**config.mk**
```make
export PLATFORM = sky130hd
export DESIGN_NAME = cab_addr_branch
export DESIGN_NICKNAME = d
export VERILOG_FILES = /design/src/hdl/cab_pkg.sv /design/src/hdl/cab_addr_branch.sv /design/src/hdl/cab_adder.sv
export SDC_FILE = /design/constraint.sdc
export NUM_CORES = 1
export LEC_CHECK = 0
export BUFFER_PORTS_ARGS = -buffer_cell sky130_fd_sc_hd__buf_2
export CORE_MARGIN = 2
export CORE_UTILIZATION = 35
export DETAILED_ROUTE_END_ITERATION = 10
export MAX_ROUTING_LAYER = met4
export PLACE_DENSITY = 0.62
export REMOVE_ABC_BUFFERS = 1
export SLEW_MARGIN = 25
export SYNTH_ARGS = -nofsm -noshare
export SYNTH_HDL_FRONTEND = slang
export SYNTH_SLANG_ARGS = --single-unit
```
**constraint.sdc**
```tcl
create_clock -name clock -period 4.7 [get_ports clock]
set_input_delay 1.41 -clock clock [delete_from_list [all_inputs] [get_ports clock]]
set_output_delay 1.41 -clock clock [all_outputs]
set_load 0.05 [all_outputs]
```
**src/hdl/cab_pkg.sv**
```systemverilog
package cab_pkg;
	localparam logic [7:0] OP_BRANCH_IF_LOWER         = 8'h25;
	localparam logic [7:0] OP_BRANCH_IF_LOWER_OR_SAME = 8'h23;
	localparam logic [7:0] OP_BRANCH_IF_MASK_CLEAR    = 8'h2C;
	localparam logic [7:0] OP_BRANCH_IF_MASK_SET      = 8'h2D;
	localparam logic [7:0] OP_BRANCH_IF_NEGATIVE      = 8'h2B;
	localparam logic [7:0] OP_BIT_IMMEDIATE           = 8'hA5;
	localparam logic [7:0] OP_BIT_DIRECT              = 8'hB5;
	localparam logic [7:0] OP_BIT_EXTENDED            = 8'hC5;
	localparam logic [7:0] OP_BIT_IX16                = 8'hD5;
	localparam logic [7:0] OP_BIT_IX8                 = 8'hE5;
	localparam logic [7:0] OP_BIT_IX0                 = 8'hF5;
	localparam logic [7:0] ZERO_PAGE_HIGH             = 8'h00;
	localparam logic [1:0] BRANCH_CYCLES              = 2'h3;
	localparam logic [15:0] LEN_ONE_BYTE              = 16'h0001;
	localparam logic [15:0] LEN_TWO_BYTES             = 16'h0002;
	localparam logic [15:0] LEN_THREE_BYTES           = 16'h0003;
	localparam logic [15:0] IX8_LAST_ADDR             = 16'h01FE;
	// ccr bit positions
	localparam int CCR_C = 0;
	localparam int CCR_Z = 1;
	localparam int CCR_N = 2;
	localparam int CCR_I = 3;
	typedef enum logic [2:0] {
		CAB_MODE_IMMEDIATE,
		CAB_MODE_DIRECT,
		CAB_MODE_EXTENDED,
		CAB_MODE_IX16,
		CAB_MODE_IX8,
		CAB_MODE_IX0,
		CAB_MODE_RELATIVE,
		CAB_MODE_NONE
	} cab_mode_t;
endpackage : cab_pkg

```
**src/hdl/cab_addr_branch.sv**
```systemverilog
`timescale 1ns/1ps
// Overview of operation
// RULE1 - extended: opcode, address high, address low
// RULE2 - indexed no offset: zero high, index low
// RULE3 - eight-bit offset plus index, up to 510
// RULE4 - sixteen-bit offset high first plus index
// RULE5 - relative only for branches, else next
// RULE6 - signed displacement from following instruction address
// RULE7 - lower 0x25 branches on carry, 3 cycles
// RULE8 - lower-or-same 0x23 on carry or zero
// RULE9 - mask-clear 0x2C branches when mask zero
// RULE10 - mask-set 0x2D and negative 0x2B branches
// RULE11 - bit test updates only negative, zero
module cab_addr_branch (
	// clock and reset
	input  wire logic        clock,
	input  wire logic        arst_n,
	// instruction stream, one whole instruction per start
	input  wire logic        start,
	input  wire logic [7:0]  opcode,
	input  wire logic [7:0]  operand_hi,
	input  wire logic [7:0]  operand_lo,
	input  wire logic [15:0] pc,
	// cpu state
	input  wire logic [7:0]  index_value,
	input  wire logic [7:0]  accumulator,
	input  wire logic [7:0]  memory_data,
	input  wire logic [7:0]  ccr_in,
	// results
	output logic             busy,
	output logic             done,
	output logic [15:0]      eff_addr,
	output logic             addr_valid,
	output logic [15:0]      next_pc,
	output logic             branch_taken,
	output logic [7:0]       ccr_out
);
	typedef enum logic [1:0] {CAB_IDLE, CAB_WAIT, CAB_DONE} cab_state_t;

	cab_state_t         state_reg, state_next;
	logic [1:0]         cnt_reg, cnt_next;
	logic [15:0]        ea_reg, ea_next;
	logic               av_reg, av_next;
	logic [15:0]        npc_reg, npc_next;
	logic               tk_reg, tk_next;
	logic [7:0]         ccr_reg, ccr_next;
	cab_pkg::cab_mode_t mode;
	logic               is_branch;
	logic               cond;
	logic [15:0]        base;
	logic [15:0]        offs;
	logic [15:0]        sum;
	logic [15:0]        seq_pc;
	logic [15:0]        disp;
	logic [15:0]        target;
	logic [7:0]         anded;

	always_comb begin
		mode      = cab_pkg::CAB_MODE_NONE;
		is_branch = 1'b0;
		cond      = 1'b0;
		unique case (opcode)
			cab_pkg::OP_BIT_IMMEDIATE: mode = cab_pkg::CAB_MODE_IMMEDIATE;
			cab_pkg::OP_BIT_DIRECT:    mode = cab_pkg::CAB_MODE_DIRECT;
			cab_pkg::OP_BIT_EXTENDED:  mode = cab_pkg::CAB_MODE_EXTENDED;
			cab_pkg::OP_BIT_IX16:      mode = cab_pkg::CAB_MODE_IX16;
			cab_pkg::OP_BIT_IX8:       mode = cab_pkg::CAB_MODE_IX8;
			cab_pkg::OP_BIT_IX0:       mode = cab_pkg::CAB_MODE_IX0;
			cab_pkg::OP_BRANCH_IF_LOWER: begin
				is_branch = 1'b1;
				cond      = ccr_in[cab_pkg::CCR_C]; // [RULE7]
			end
			cab_pkg::OP_BRANCH_IF_LOWER_OR_SAME: begin
				is_branch = 1'b1;
				cond      = ccr_in[cab_pkg::CCR_C] | ccr_in[cab_pkg::CCR_Z]; // [RULE8]
			end
			cab_pkg::OP_BRANCH_IF_MASK_CLEAR: begin
				is_branch = 1'b1;
				cond      = ~ccr_in[cab_pkg::CCR_I]; // [RULE9]
			end
			cab_pkg::OP_BRANCH_IF_MASK_SET: begin
				is_branch = 1'b1;
				cond      = ccr_in[cab_pkg::CCR_I]; // [RULE10]
			end
			cab_pkg::OP_BRANCH_IF_NEGATIVE: begin
				is_branch = 1'b1;
				cond      = ccr_in[cab_pkg::CCR_N]; // [RULE10]
			end
			default: mode = cab_pkg::CAB_MODE_NONE;
		endcase
		if (is_branch) begin
			mode = cab_pkg::CAB_MODE_RELATIVE; // [RULE5]
		end
	end

	// one adder serves the eight- and sixteen-bit offset index modes and branch targets; modes never overlap
	always_comb begin
		base = {cab_pkg::ZERO_PAGE_HIGH, index_value};
		offs = 16'h0000;
		unique case (mode)
			cab_pkg::CAB_MODE_IX8:      offs = {cab_pkg::ZERO_PAGE_HIGH, operand_hi}; // [RULE3]
			cab_pkg::CAB_MODE_IX16:     offs = {operand_hi, operand_lo}; // [RULE4]
			cab_pkg::CAB_MODE_RELATIVE: begin
				base = seq_pc;
				offs = disp;
			end
			default:                    offs = 16'h0000;
		endcase
	end

	assign seq_pc = pc + cab_pkg::LEN_TWO_BYTES; // [RULE6]
	assign disp   = {{8{operand_hi[7]}}, operand_hi}; // [RULE6]
	assign target = sum;
	assign anded  = accumulator & memory_data;

	cab_adder u_adder (
		.base   (base),
		.offset (offs),
		.sum    (sum)
	);

	always_comb begin
		state_next = state_reg;
		cnt_next   = cnt_reg;
		ea_next    = ea_reg;
		av_next    = av_reg;
		npc_next   = npc_reg;
		tk_next    = tk_reg;
		ccr_next   = ccr_reg;
		unique case (state_reg)
			CAB_IDLE: begin
				if (start) begin
					ccr_next = ccr_in;
					tk_next  = 1'b0;
					av_next  = 1'b1;
					unique case (mode)
						cab_pkg::CAB_MODE_EXTENDED: begin
							ea_next  = {operand_hi, operand_lo}; // [RULE1]
							npc_next = pc + cab_pkg::LEN_THREE_BYTES; // [RULE1]
						end
						cab_pkg::CAB_MODE_IX0: begin
							ea_next  = {cab_pkg::ZERO_PAGE_HIGH, index_value}; // [RULE2]
							npc_next = pc + cab_pkg::LEN_ONE_BYTE; // [RULE2]
						end
						cab_pkg::CAB_MODE_IX8: begin
							ea_next  = sum; // [RULE3]
							npc_next = pc + cab_pkg::LEN_TWO_BYTES; // [RULE3]
						end
						cab_pkg::CAB_MODE_IX16: begin
							ea_next  = sum; // [RULE4]
							npc_next = pc + cab_pkg::LEN_THREE_BYTES; // [RULE4]
						end
						cab_pkg::CAB_MODE_DIRECT: begin
							ea_next  = {cab_pkg::ZERO_PAGE_HIGH, operand_hi};
							npc_next = pc + cab_pkg::LEN_TWO_BYTES;
						end
						cab_pkg::CAB_MODE_IMMEDIATE: begin
							ea_next  = pc + cab_pkg::LEN_ONE_BYTE;
							npc_next = pc + cab_pkg::LEN_TWO_BYTES;
						end
						cab_pkg::CAB_MODE_RELATIVE: begin
							av_next  = 1'b0;
							tk_next  = cond;
							npc_next = cond ? target : seq_pc; // [RULE5]
						end
						cab_pkg::CAB_MODE_NONE: begin
							av_next  = 1'b0;
							npc_next = pc + cab_pkg::LEN_ONE_BYTE;
						end
					endcase
					if (mode == cab_pkg::CAB_MODE_RELATIVE) begin
						cnt_next   = cab_pkg::BRANCH_CYCLES - 2'h1; // [RULE7]
						state_next = CAB_WAIT;
					end else begin
						state_next = CAB_DONE;
					end
					if (opcode[3:0] == cab_pkg::OP_BIT_IMMEDIATE[3:0] && av_next) begin
						ccr_next[cab_pkg::CCR_N] = anded[7]; // [RULE11]
						ccr_next[cab_pkg::CCR_Z] = (anded == 8'h00); // [RULE11]
					end
				end
			end
			CAB_WAIT: begin
				cnt_next = cnt_reg - 2'h1;
				if (cnt_reg == 2'h1) begin
					state_next = CAB_DONE;
				end
			end
			CAB_DONE: state_next = CAB_IDLE;
		endcase
	end

	always_ff @(posedge clock or negedge arst_n) begin
		if (!arst_n) begin
			state_reg <= CAB_IDLE;
			cnt_reg   <= 2'h0;
			ea_reg    <= 16'h0000;
			av_reg    <= 1'b0;
			npc_reg   <= 16'h0000;
			tk_reg    <= 1'b0;
			ccr_reg   <= 8'h00;
		end else begin
			state_reg <= state_next;
			cnt_reg   <= cnt_next;
			ea_reg    <= ea_next;
			av_reg    <= av_next;
			npc_reg   <= npc_next;
			tk_reg    <= tk_next;
			ccr_reg   <= ccr_next;
		end
	end

	assign busy         = (state_reg != CAB_IDLE);
	assign done         = (state_reg == CAB_DONE);
	assign eff_addr     = ea_reg;
	assign addr_valid   = av_reg;
	assign next_pc      = npc_reg;
	assign branch_taken = tk_reg;
	assign ccr_out      = ccr_reg;

	// branches leave flags alone and finish 3 cycles after start
	chk_branch_flags: assert property (@(posedge clock) disable iff (!arst_n) // [RULE7]
		(start && !busy && is_branch) |=> (ccr_out == $past(ccr_in)))
		else $error("branch changed flags");
	chk_branch_time: assert property (@(posedge clock) disable iff (!arst_n) // [RULE7]
		(start && !busy && is_branch) |-> ##3 done)
		else $error("branch not done in 3 cycles");
	chk_ix0_addr: assert property (@(posedge clock) disable iff (!arst_n) // [RULE2]
		(start && !busy && opcode == cab_pkg::OP_BIT_IX0) |=> eff_addr[15:8] == 8'h00)
		else $error("no-offset high byte not zero");
	chk_ix8_range: assert property (@(posedge clock) disable iff (!arst_n) // [RULE3]
		(start && !busy && opcode == cab_pkg::OP_BIT_IX8) |=> eff_addr <= cab_pkg::IX8_LAST_ADDR)
		else $error("eight-bit indexed out of range");
	chk_ext_addr: assert property (@(posedge clock) disable iff (!arst_n) // [RULE1]
		(start && !busy && opcode == cab_pkg::OP_BIT_EXTENDED)
		|=> eff_addr == {$past(operand_hi), $past(operand_lo)})
		else $error("extended address wrong");
	chk_ix16_addr: assert property (@(posedge clock) disable iff (!arst_n) // [RULE4]
		(start && !busy && opcode == cab_pkg::OP_BIT_IX16)
		|=> eff_addr == {$past(operand_hi), $past(operand_lo)} + {8'h00, $past(index_value)})
		else $error("sixteen-bit indexed wrong");
	chk_not_taken: assert property (@(posedge clock) disable iff (!arst_n) // [RULE5]
		(start && !busy && is_branch && !cond)
		|=> next_pc == $past(pc) + cab_pkg::LEN_TWO_BYTES && !branch_taken)
		else $error("untaken branch target wrong");
	chk_taken_tgt: assert property (@(posedge clock) disable iff (!arst_n) // [RULE6]
		(start && !busy && is_branch && cond)
		|=> next_pc == $past(pc) + cab_pkg::LEN_TWO_BYTES
			+ {{8{$past(operand_hi[7])}}, $past(operand_hi)})
		else $error("taken branch target wrong");
	chk_bit_flags: assert property (@(posedge clock) disable iff (!arst_n) // [RULE11]
		(start && !busy && opcode == cab_pkg::OP_BIT_IX8)
		|=> ccr_out[cab_pkg::CCR_C] == $past(ccr_in[cab_pkg::CCR_C])
		&& ccr_out[cab_pkg::CCR_Z] == ($past(accumulator & memory_data) == 8'h00))
		else $error("bit test flags wrong");
	chk_mask_set: assert property (@(posedge clock) disable iff (!arst_n) // [RULE10]
		(start && !busy && opcode == cab_pkg::OP_BRANCH_IF_MASK_SET)
		|=> branch_taken == $past(ccr_in[cab_pkg::CCR_I]))
		else $error("mask-set decision wrong");
	chk_lower_same: assert property (@(posedge clock) disable iff (!arst_n) // [RULE8]
		(start && !busy && opcode == cab_pkg::OP_BRANCH_IF_LOWER_OR_SAME)
		|=> branch_taken == ($past(ccr_in[cab_pkg::CCR_C]) | $past(ccr_in[cab_pkg::CCR_Z])))
		else $error("lower-or-same decision wrong");
endmodule : cab_addr_branch

```
**src/hdl/cab_adder.sv**
```systemverilog
`timescale 1ns/1ps
// 16-bit add used for both operand address and branch target
module cab_adder (
	input  wire logic [15:0] base,
	input  wire logic [15:0] offset,
	output logic      [15:0] sum
);
	assign sum = base + offset;
endmodule : cab_adder

```
# --- Word level (Yosys, flattened, before mapping) ---
# Index checks and enable logic that the tools add are counted.
word_totals:
  romBits: 0
  ram_bits: 0
  mem_count: 0
  in_bits: 75
  word_cells: 78
  out_inout_bits: 44
  latch_bits: 0
  regBits: 46
op_classes:
  n_eq_ne: 25
  n_addsub: 5
  multipliers: 0
  bitwise: 3
  n_lt_le_gt_ge: 0
  mux: 21
  div: 0
  n_shift: 0
  n_reduce_logical: 17
ops:
  columns: ["cell", "n"]
  rows:
  - ["16-bit case mux with 5 select lines", 1]
  - ["16-bit case mux with 4 select lines", 1]
  - ["8-bit == test, second input constant", 6]
  - ["16-bit case mux with 3 select lines", 1]
  - ["8-bit by 6-bit == test with 1-bit output, second input constant", 5]
  - ["16-bit by 2-bit adder with 16-bit output, second input constant", 2]
  - ["16-bit two-way mux", 2]
  - ["3-bit case mux with 6 select lines", 1]
  - ["16-bit by 1-bit adder with 16-bit output, second input constant", 1]
  - ["16-bit adder", 1]
  - ["3-bit == test, second input constant", 4]
  - ["2-bit two-way mux", 6]
  - ["8-bit AND", 1]
  - ["8-bit logical NOT", 1]
  - ["2-bit OR reduction", 4]
  - ["3-bit by 2-bit == test with 1-bit output, second input constant", 2]
  - ["2-bit != test, second input constant", 3]
  - ["2-bit case mux with 3 select lines", 1]
  - ["3-bit AND reduction", 2]
  - ["1-bit two-way mux", 5]
  - ["1-bit case mux with 5 select lines", 1]
  - ["5-bit nonzero test", 1]
  - ["5-bit OR reduction", 1]
  - ["2-bit by 1-bit == test with 1-bit output, second input constant", 2]
  - ["14 further kinds", 16]

# --- Longest topological paths before layout ---
logic_depth:
  depth_word: 11
  mapped_depth: 17
  mapped_depth_nobuf: 15

# --- Hierarchy ---
# A second synthesis with hierarchy kept.
hier_totals:
  hier_cells: 643
  area_unflattened_um2: 4797.1
modules_own_cells:
  columns: ["module", "seq_area_each_um2", "area_per_inst_um2", "cells_each", "n_inst"]
  rows:
  - ["cab_addr_branch", 1151.1, 4072.7, 545, 1]
  - ["cab_adder", 0.0, 724.4, 98, 1]

# --- Worst setup path before layout ---
# Ideal clock, no wire load.
synth_timing:
  path_kind: "input to register"
  start: "in opcode[3]"
  end: "reg ea_reg[14] (netlist: eff_addr[14])"
  n_path_buf: 1
  path_stages: 15
  arrival_ns: 4.443
  required_ns: 4.579
  setup_slack_ns: 0.136
  setup_ns: 0.121
  path_cell_list: "and4bb_2 nand2_1 nor3_1 clkbuf_1 a22o_1 ha_1 inv_1 fa_1 nor2b_1 o31a_1 o2111ai_1 o21a_1 a21oi_1 nor3b_1 o22a_1"
synth_via:
  elab_chain_cells: 8
  elab_cells_between_ends: 29
  cone_classes: "1 x add/sub; 17 x eq/ne; 6 x mux; 5 x reduce/logical"
synth_rtl:
  columns: ["item", "line_no", "text"]
  rows:
  - ["from (decl)", "cab_addr_branch.sv:20", "input wire logic [7:0] opcode,"]
  - ["8-bit by 6-bit == test with 1-bit output", "cab_addr_branch.sv:62", "unique case (opcode)"]
  - ["5-bit OR reduction (no source line)", null, null]
  - ["1-bit two-way mux", "cab_addr_branch.sv:62", null]
  - ["3-bit two-way mux *", "cab_addr_branch.sv:91", "if (is_branch) begin"]
  - ["3-bit == test, or another cell as far along", "cab_addr_branch.sv:100", "unique case (mode)"]
  - ["16-bit case mux with 3 select lines, or another cell as far along", "cab_addr_branch.sv:100", null]
  - ["16-bit adder / 5-bit nonzero test (equally long branches)", null, null]
  - ["16-bit case mux with 5 select lines / 3-bit AND reduction (equally long branches)", null, null]
  - ["to (signal assigned)", "cab_addr_branch.sv:205", "ea_reg <= ea_next;"]
  - ["to (decl)", "cab_addr_branch.sv:42", "logic [15:0] ea_reg, ea_next;"]
# Mark *: on every way between the ends. The rest lies on a longest branch, timed or not.
# A chain may end at the register's enable or synchronous reset.

# --- Final worst setup path ---
layout_timing:
  start: "in opcode[2]"
  end: "reg ea_reg[8] (netlist: eff_addr[8])"
# Same word-level chain as after synthesis.

==> summary.md <==
| Metric | Value |
|---|---|
| Worst slew margin | 40.3% |
| Post-Synth Simple-Gate Area | 24.9% |
| Final ANT Viol Nets | 0 |
| Hpwl dp | 14.4 mm |
| Mux contribution to synthesized area | around 1.1% |
| CP startpoint | opcode[2] |
| Largest net degree at the start of global routing | 29 |
| Crit-path max FO | 7 |
| Hold Path Origin | ccr_out[4] |
| DRT iter0 DRCs | 370 |
| Unrepaired setup endpoints after global routing | false |
| Largest family of logic cells by synthesized area | compound AO/OA/AOI/OAI gates |
| Die Ht | 120 um |
| Syn Inst Count | 627 |
| RR Startpoint | state_reg[1] |
| Post-Syn Area | 4680 um^2 |
| XOR/XNOR Fraction of Synth Area | approximately a tenth |
| Slowest stage delay, CP | 0.38 ns |
| Clock Skew | 0.00465 ns |
| Sequential cell area fraction in the yosys report | 24.6% |
| Resized cells post-CTS | 0 |
| Critical setup path kind | primary input to register |
| Worst-Margin Slew | 0.893 ns |
| Type of origin of the critical path | primary input |
| Clk slew on worst S/H paths | 0.07 ns |
| Sink Count | 46 |
| Hold_ws | 0.471 ns |
| Hold-fix buffers at CTS | 0 |
| Warnings from Yosys | 0 |
| Crit path time final | ~4.4 ns |
| Number of diodes | 0 |
| Placed Area | 5620 um^2 |
| Critical path arrival | 4.52 ns |
| Adder-cell area share of the yosys netlist | under 10% |
| GP Congestion | 0.978 |
| Final period util | 92.6% |
| # rows | 42 |
| Clock buffer depth | 2 |
| Gr usage total | 25.9% |
| Design Power | roughly 2200 uW |
| Die area | 14300 um^2 |
| Status | finished clean |
| Main synth FF type | dfrtp_1 |
| Num CTS Buffers | 5 |
| Root Driver | clkbuf_16 |
| Final setup fails | 0 |
| Die Wd | 120 um |
| Vias/cell | 5.68 |
| CTS tree | yes |
| Fmax | 0.230 GHz |
| Critical path required time | about 4.9 ns |
| Compound-gate portion of the synthesized area | 27.9% |
| Area growth syn-to-layout | 23.6% |
| Slowest cell on crit path | fa_1 |
| Later-pin clock latency in the skew report | about 0.31 ns |
| Routed length per placed instance | between 15 and 20 um |
| Seq cells post-synth | 46 |
| Yosys cell types | 70 |
| Power Density | approximately 380 nW/um^2 |
| Initial antenna violation count | 0 |
| First-pass GRT wire length | 27.8 mm |
| Post-synth EDFFs | 0 |
| First drt pass iteration count | 5 |
| VDD IR-drop max | 0.000249 V |
| Finished Cell Area | around 5800 um^2 |
| Static Leak | 0.00263 uW |
| Post-CTS setup buffer count | 0 |
| Syn Area/Cell | 7.47 um^2 |
| Max Cap Viol | 0 |
| Setup crit end kind | register |
| FFs w/ async S/R, synth | 100% |
| Max Slew Vio Count | 0 |
| Core area | 13100 um^2 |
| Vias in the first global route | 5312 |
| Routed wire length | 18.0 mm |
| I/O pin count | between 100 and 150 |
| Initial core utilization | 35.6% |
| Hold WC Path Type | register to register |
| Setup TNS | 0 ns |
| DRC | 0 |
| Via Count | 5294 |
| H-tree levels | 2 |
| Fraction of layout cells with a size suffix above 1 | approximately a quarter |
| Fin nets | 854 |
| Count of final hold-check violations | 0 |
| Global route overflow | 0 |
| Critical path, cell by cell | buf_2 > nor2b_1 > a22oi_1 > or3_1 > a21oi_2 > a22o_1 > ha_1 > inv_1 > fa_1 > nor2b_1 > o31a_1 > o21ai_0 > xnor2_1 > nor2_1 > a221oi_2 > buf_4 > o21ai_0 |
| PortBufs | 118 |
-- critical path, delay by kind of cell --
family	cells	cell delay, ns
simple gates	4	0.77
compound gates	7	1.19
fa+ha+maj	2	0.55
xor+xnor	1	0.24
buf+inv	3	0.35
-- synthesized netlist by cell type, drive strengths merged (2+ instances only) --
| cell type | n | area share, % |
|---|---|---|
| o221ai | 7 | 1.3 |
| nor3 | 14 | 1.6 |
| nand4b | 2 | 0.37 |
| a211oi | 6 | 0.96 |
| nand3 | 13 | 1.5 |
| a221oi | 12 | 2.2 |
| a21o | 4 | 0.64 |
| a21oi | 40 | 4.3 |
| xor2 | 26 | 4.9 |
| nor2 | 67 | 5.4 |
| a22oi | 6 | 0.96 |
| a2111oi | 2 | 0.37 |
| or3 | 8 | 1.1 |
| dfrtp | 46 | 25 |
| nand4 | 11 | 1.6 |
| clkbuf | 24 | 2.0 |
| or2 | 3 | 0.40 |
| nor4 | 2 | 0.40 |
| ha | 23 | 6.1 |
| buf | 11 | 1.4 |
| and2 | 7 | 0.99 |
| nand2b | 9 | 1.2 |
| o22ai | 11 | 1.5 |
| xnor2 | 28 | 5.2 |
| o21a | 10 | 1.6 |
| o22a | 2 | 0.37 |
| nor2b | 4 | 0.53 |
| mux2i | 4 | 0.86 |
| and4 | 2 | 0.37 |
| o2bb2ai | 3 | 0.56 |
| nand3b | 5 | 0.80 |
| o211ai | 4 | 0.64 |
| a31oi | 8 | 1.3 |
| nand2 | 95 | 7.7 |
| o211a | 2 | 0.43 |
| a222oi | 2 | 0.43 |
| o21ai | 55 | 6.0 |
| inv | 19 | 1.5 |
| nor3b | 2 | 0.32 |
| a22o | 11 | 2.1 |
| o2111ai | 2 | 0.37 |
-- path summary, 6_finish.rpt --
check,to,slack [ns],cells after the start
max,eff_addr[8],0.35,17
min,ccr_out[4],0.47,2
max reg2reg,next_pc[8],2.27,7
min reg2reg,ccr_out[4],0.47,2
max in group asynchronous,next_pc[4],2.87,2
min in group asynchronous,eff_addr[7],1.06,1
-- power by group --
| part | internal [uW] | switching, uW | total (uW) |
|---|---|---|---|
| clock network | 201 | 184 | 384 |
| registers | 545 | 81.7 | 626 |
| logic | 306 | 902 | 1210 |
-- routing by layer --
metal / wire, um / track usage [%]
met2: 8650 / 42.9
met3: 1120 / 3.37
met1: 7410 / 31.4
met4: 762 / 12.1
met5: 0 / -
-- final cells by class --
class | count | area [um^2]
clock buffers | 5 | 125
clock inverters | 3 | 25.0
fillers | 1366 | 7350
inverters | 19 | 71.3
multi-input cells | 527 | 3320
flip-flops and latches | 46 | 1150
well taps | 176 | 220
repair buffers | 156 | 876
-- stage by stage --
stage / worst slack [ns] / instances / util [%]
detailed placement: -0.130 / 924 / 42.8
floorplan: -0.154 / 592 / -
global route: 0.0270 / 932 / 44.0
CTS: 0.184 / 932 / 43.9
global placement: -0.0221 / 924 / 42.8
finish: 0.348 / 932 / 44.0
-- cell families after synthesis --
| group | Yosys count |
|---|---|
| compound gates | 197 |
| xor+xnor | 54 |
| fa+ha+maj | 24 |
| buf+inv | 54 |
| flops | 46 |
| mux | 5 |
| simple gates | 247 |
-- cell usage in the layout (no fill, tap or decap), types with 7 or more instances in the layout --
master,instances
xor2_1,26
a221oi_1,11
ha_1,23
o21a_1,10
nand2b_1,8
or3_1,8
a21oi_1,39
nand2_1,94
buf_2,118
inv_1,19
nor3_1,13
o221ai_1,7
buf_4,38
xnor2_1,28
o21ai_0,47
dfrtp_1,46
o21ai_1,7
a22o_1,11
nand3_1,12
nand4_1,10
o22ai_1,11
nor2_1,66
No activity file was read; power rests on OpenSTA's default activity.
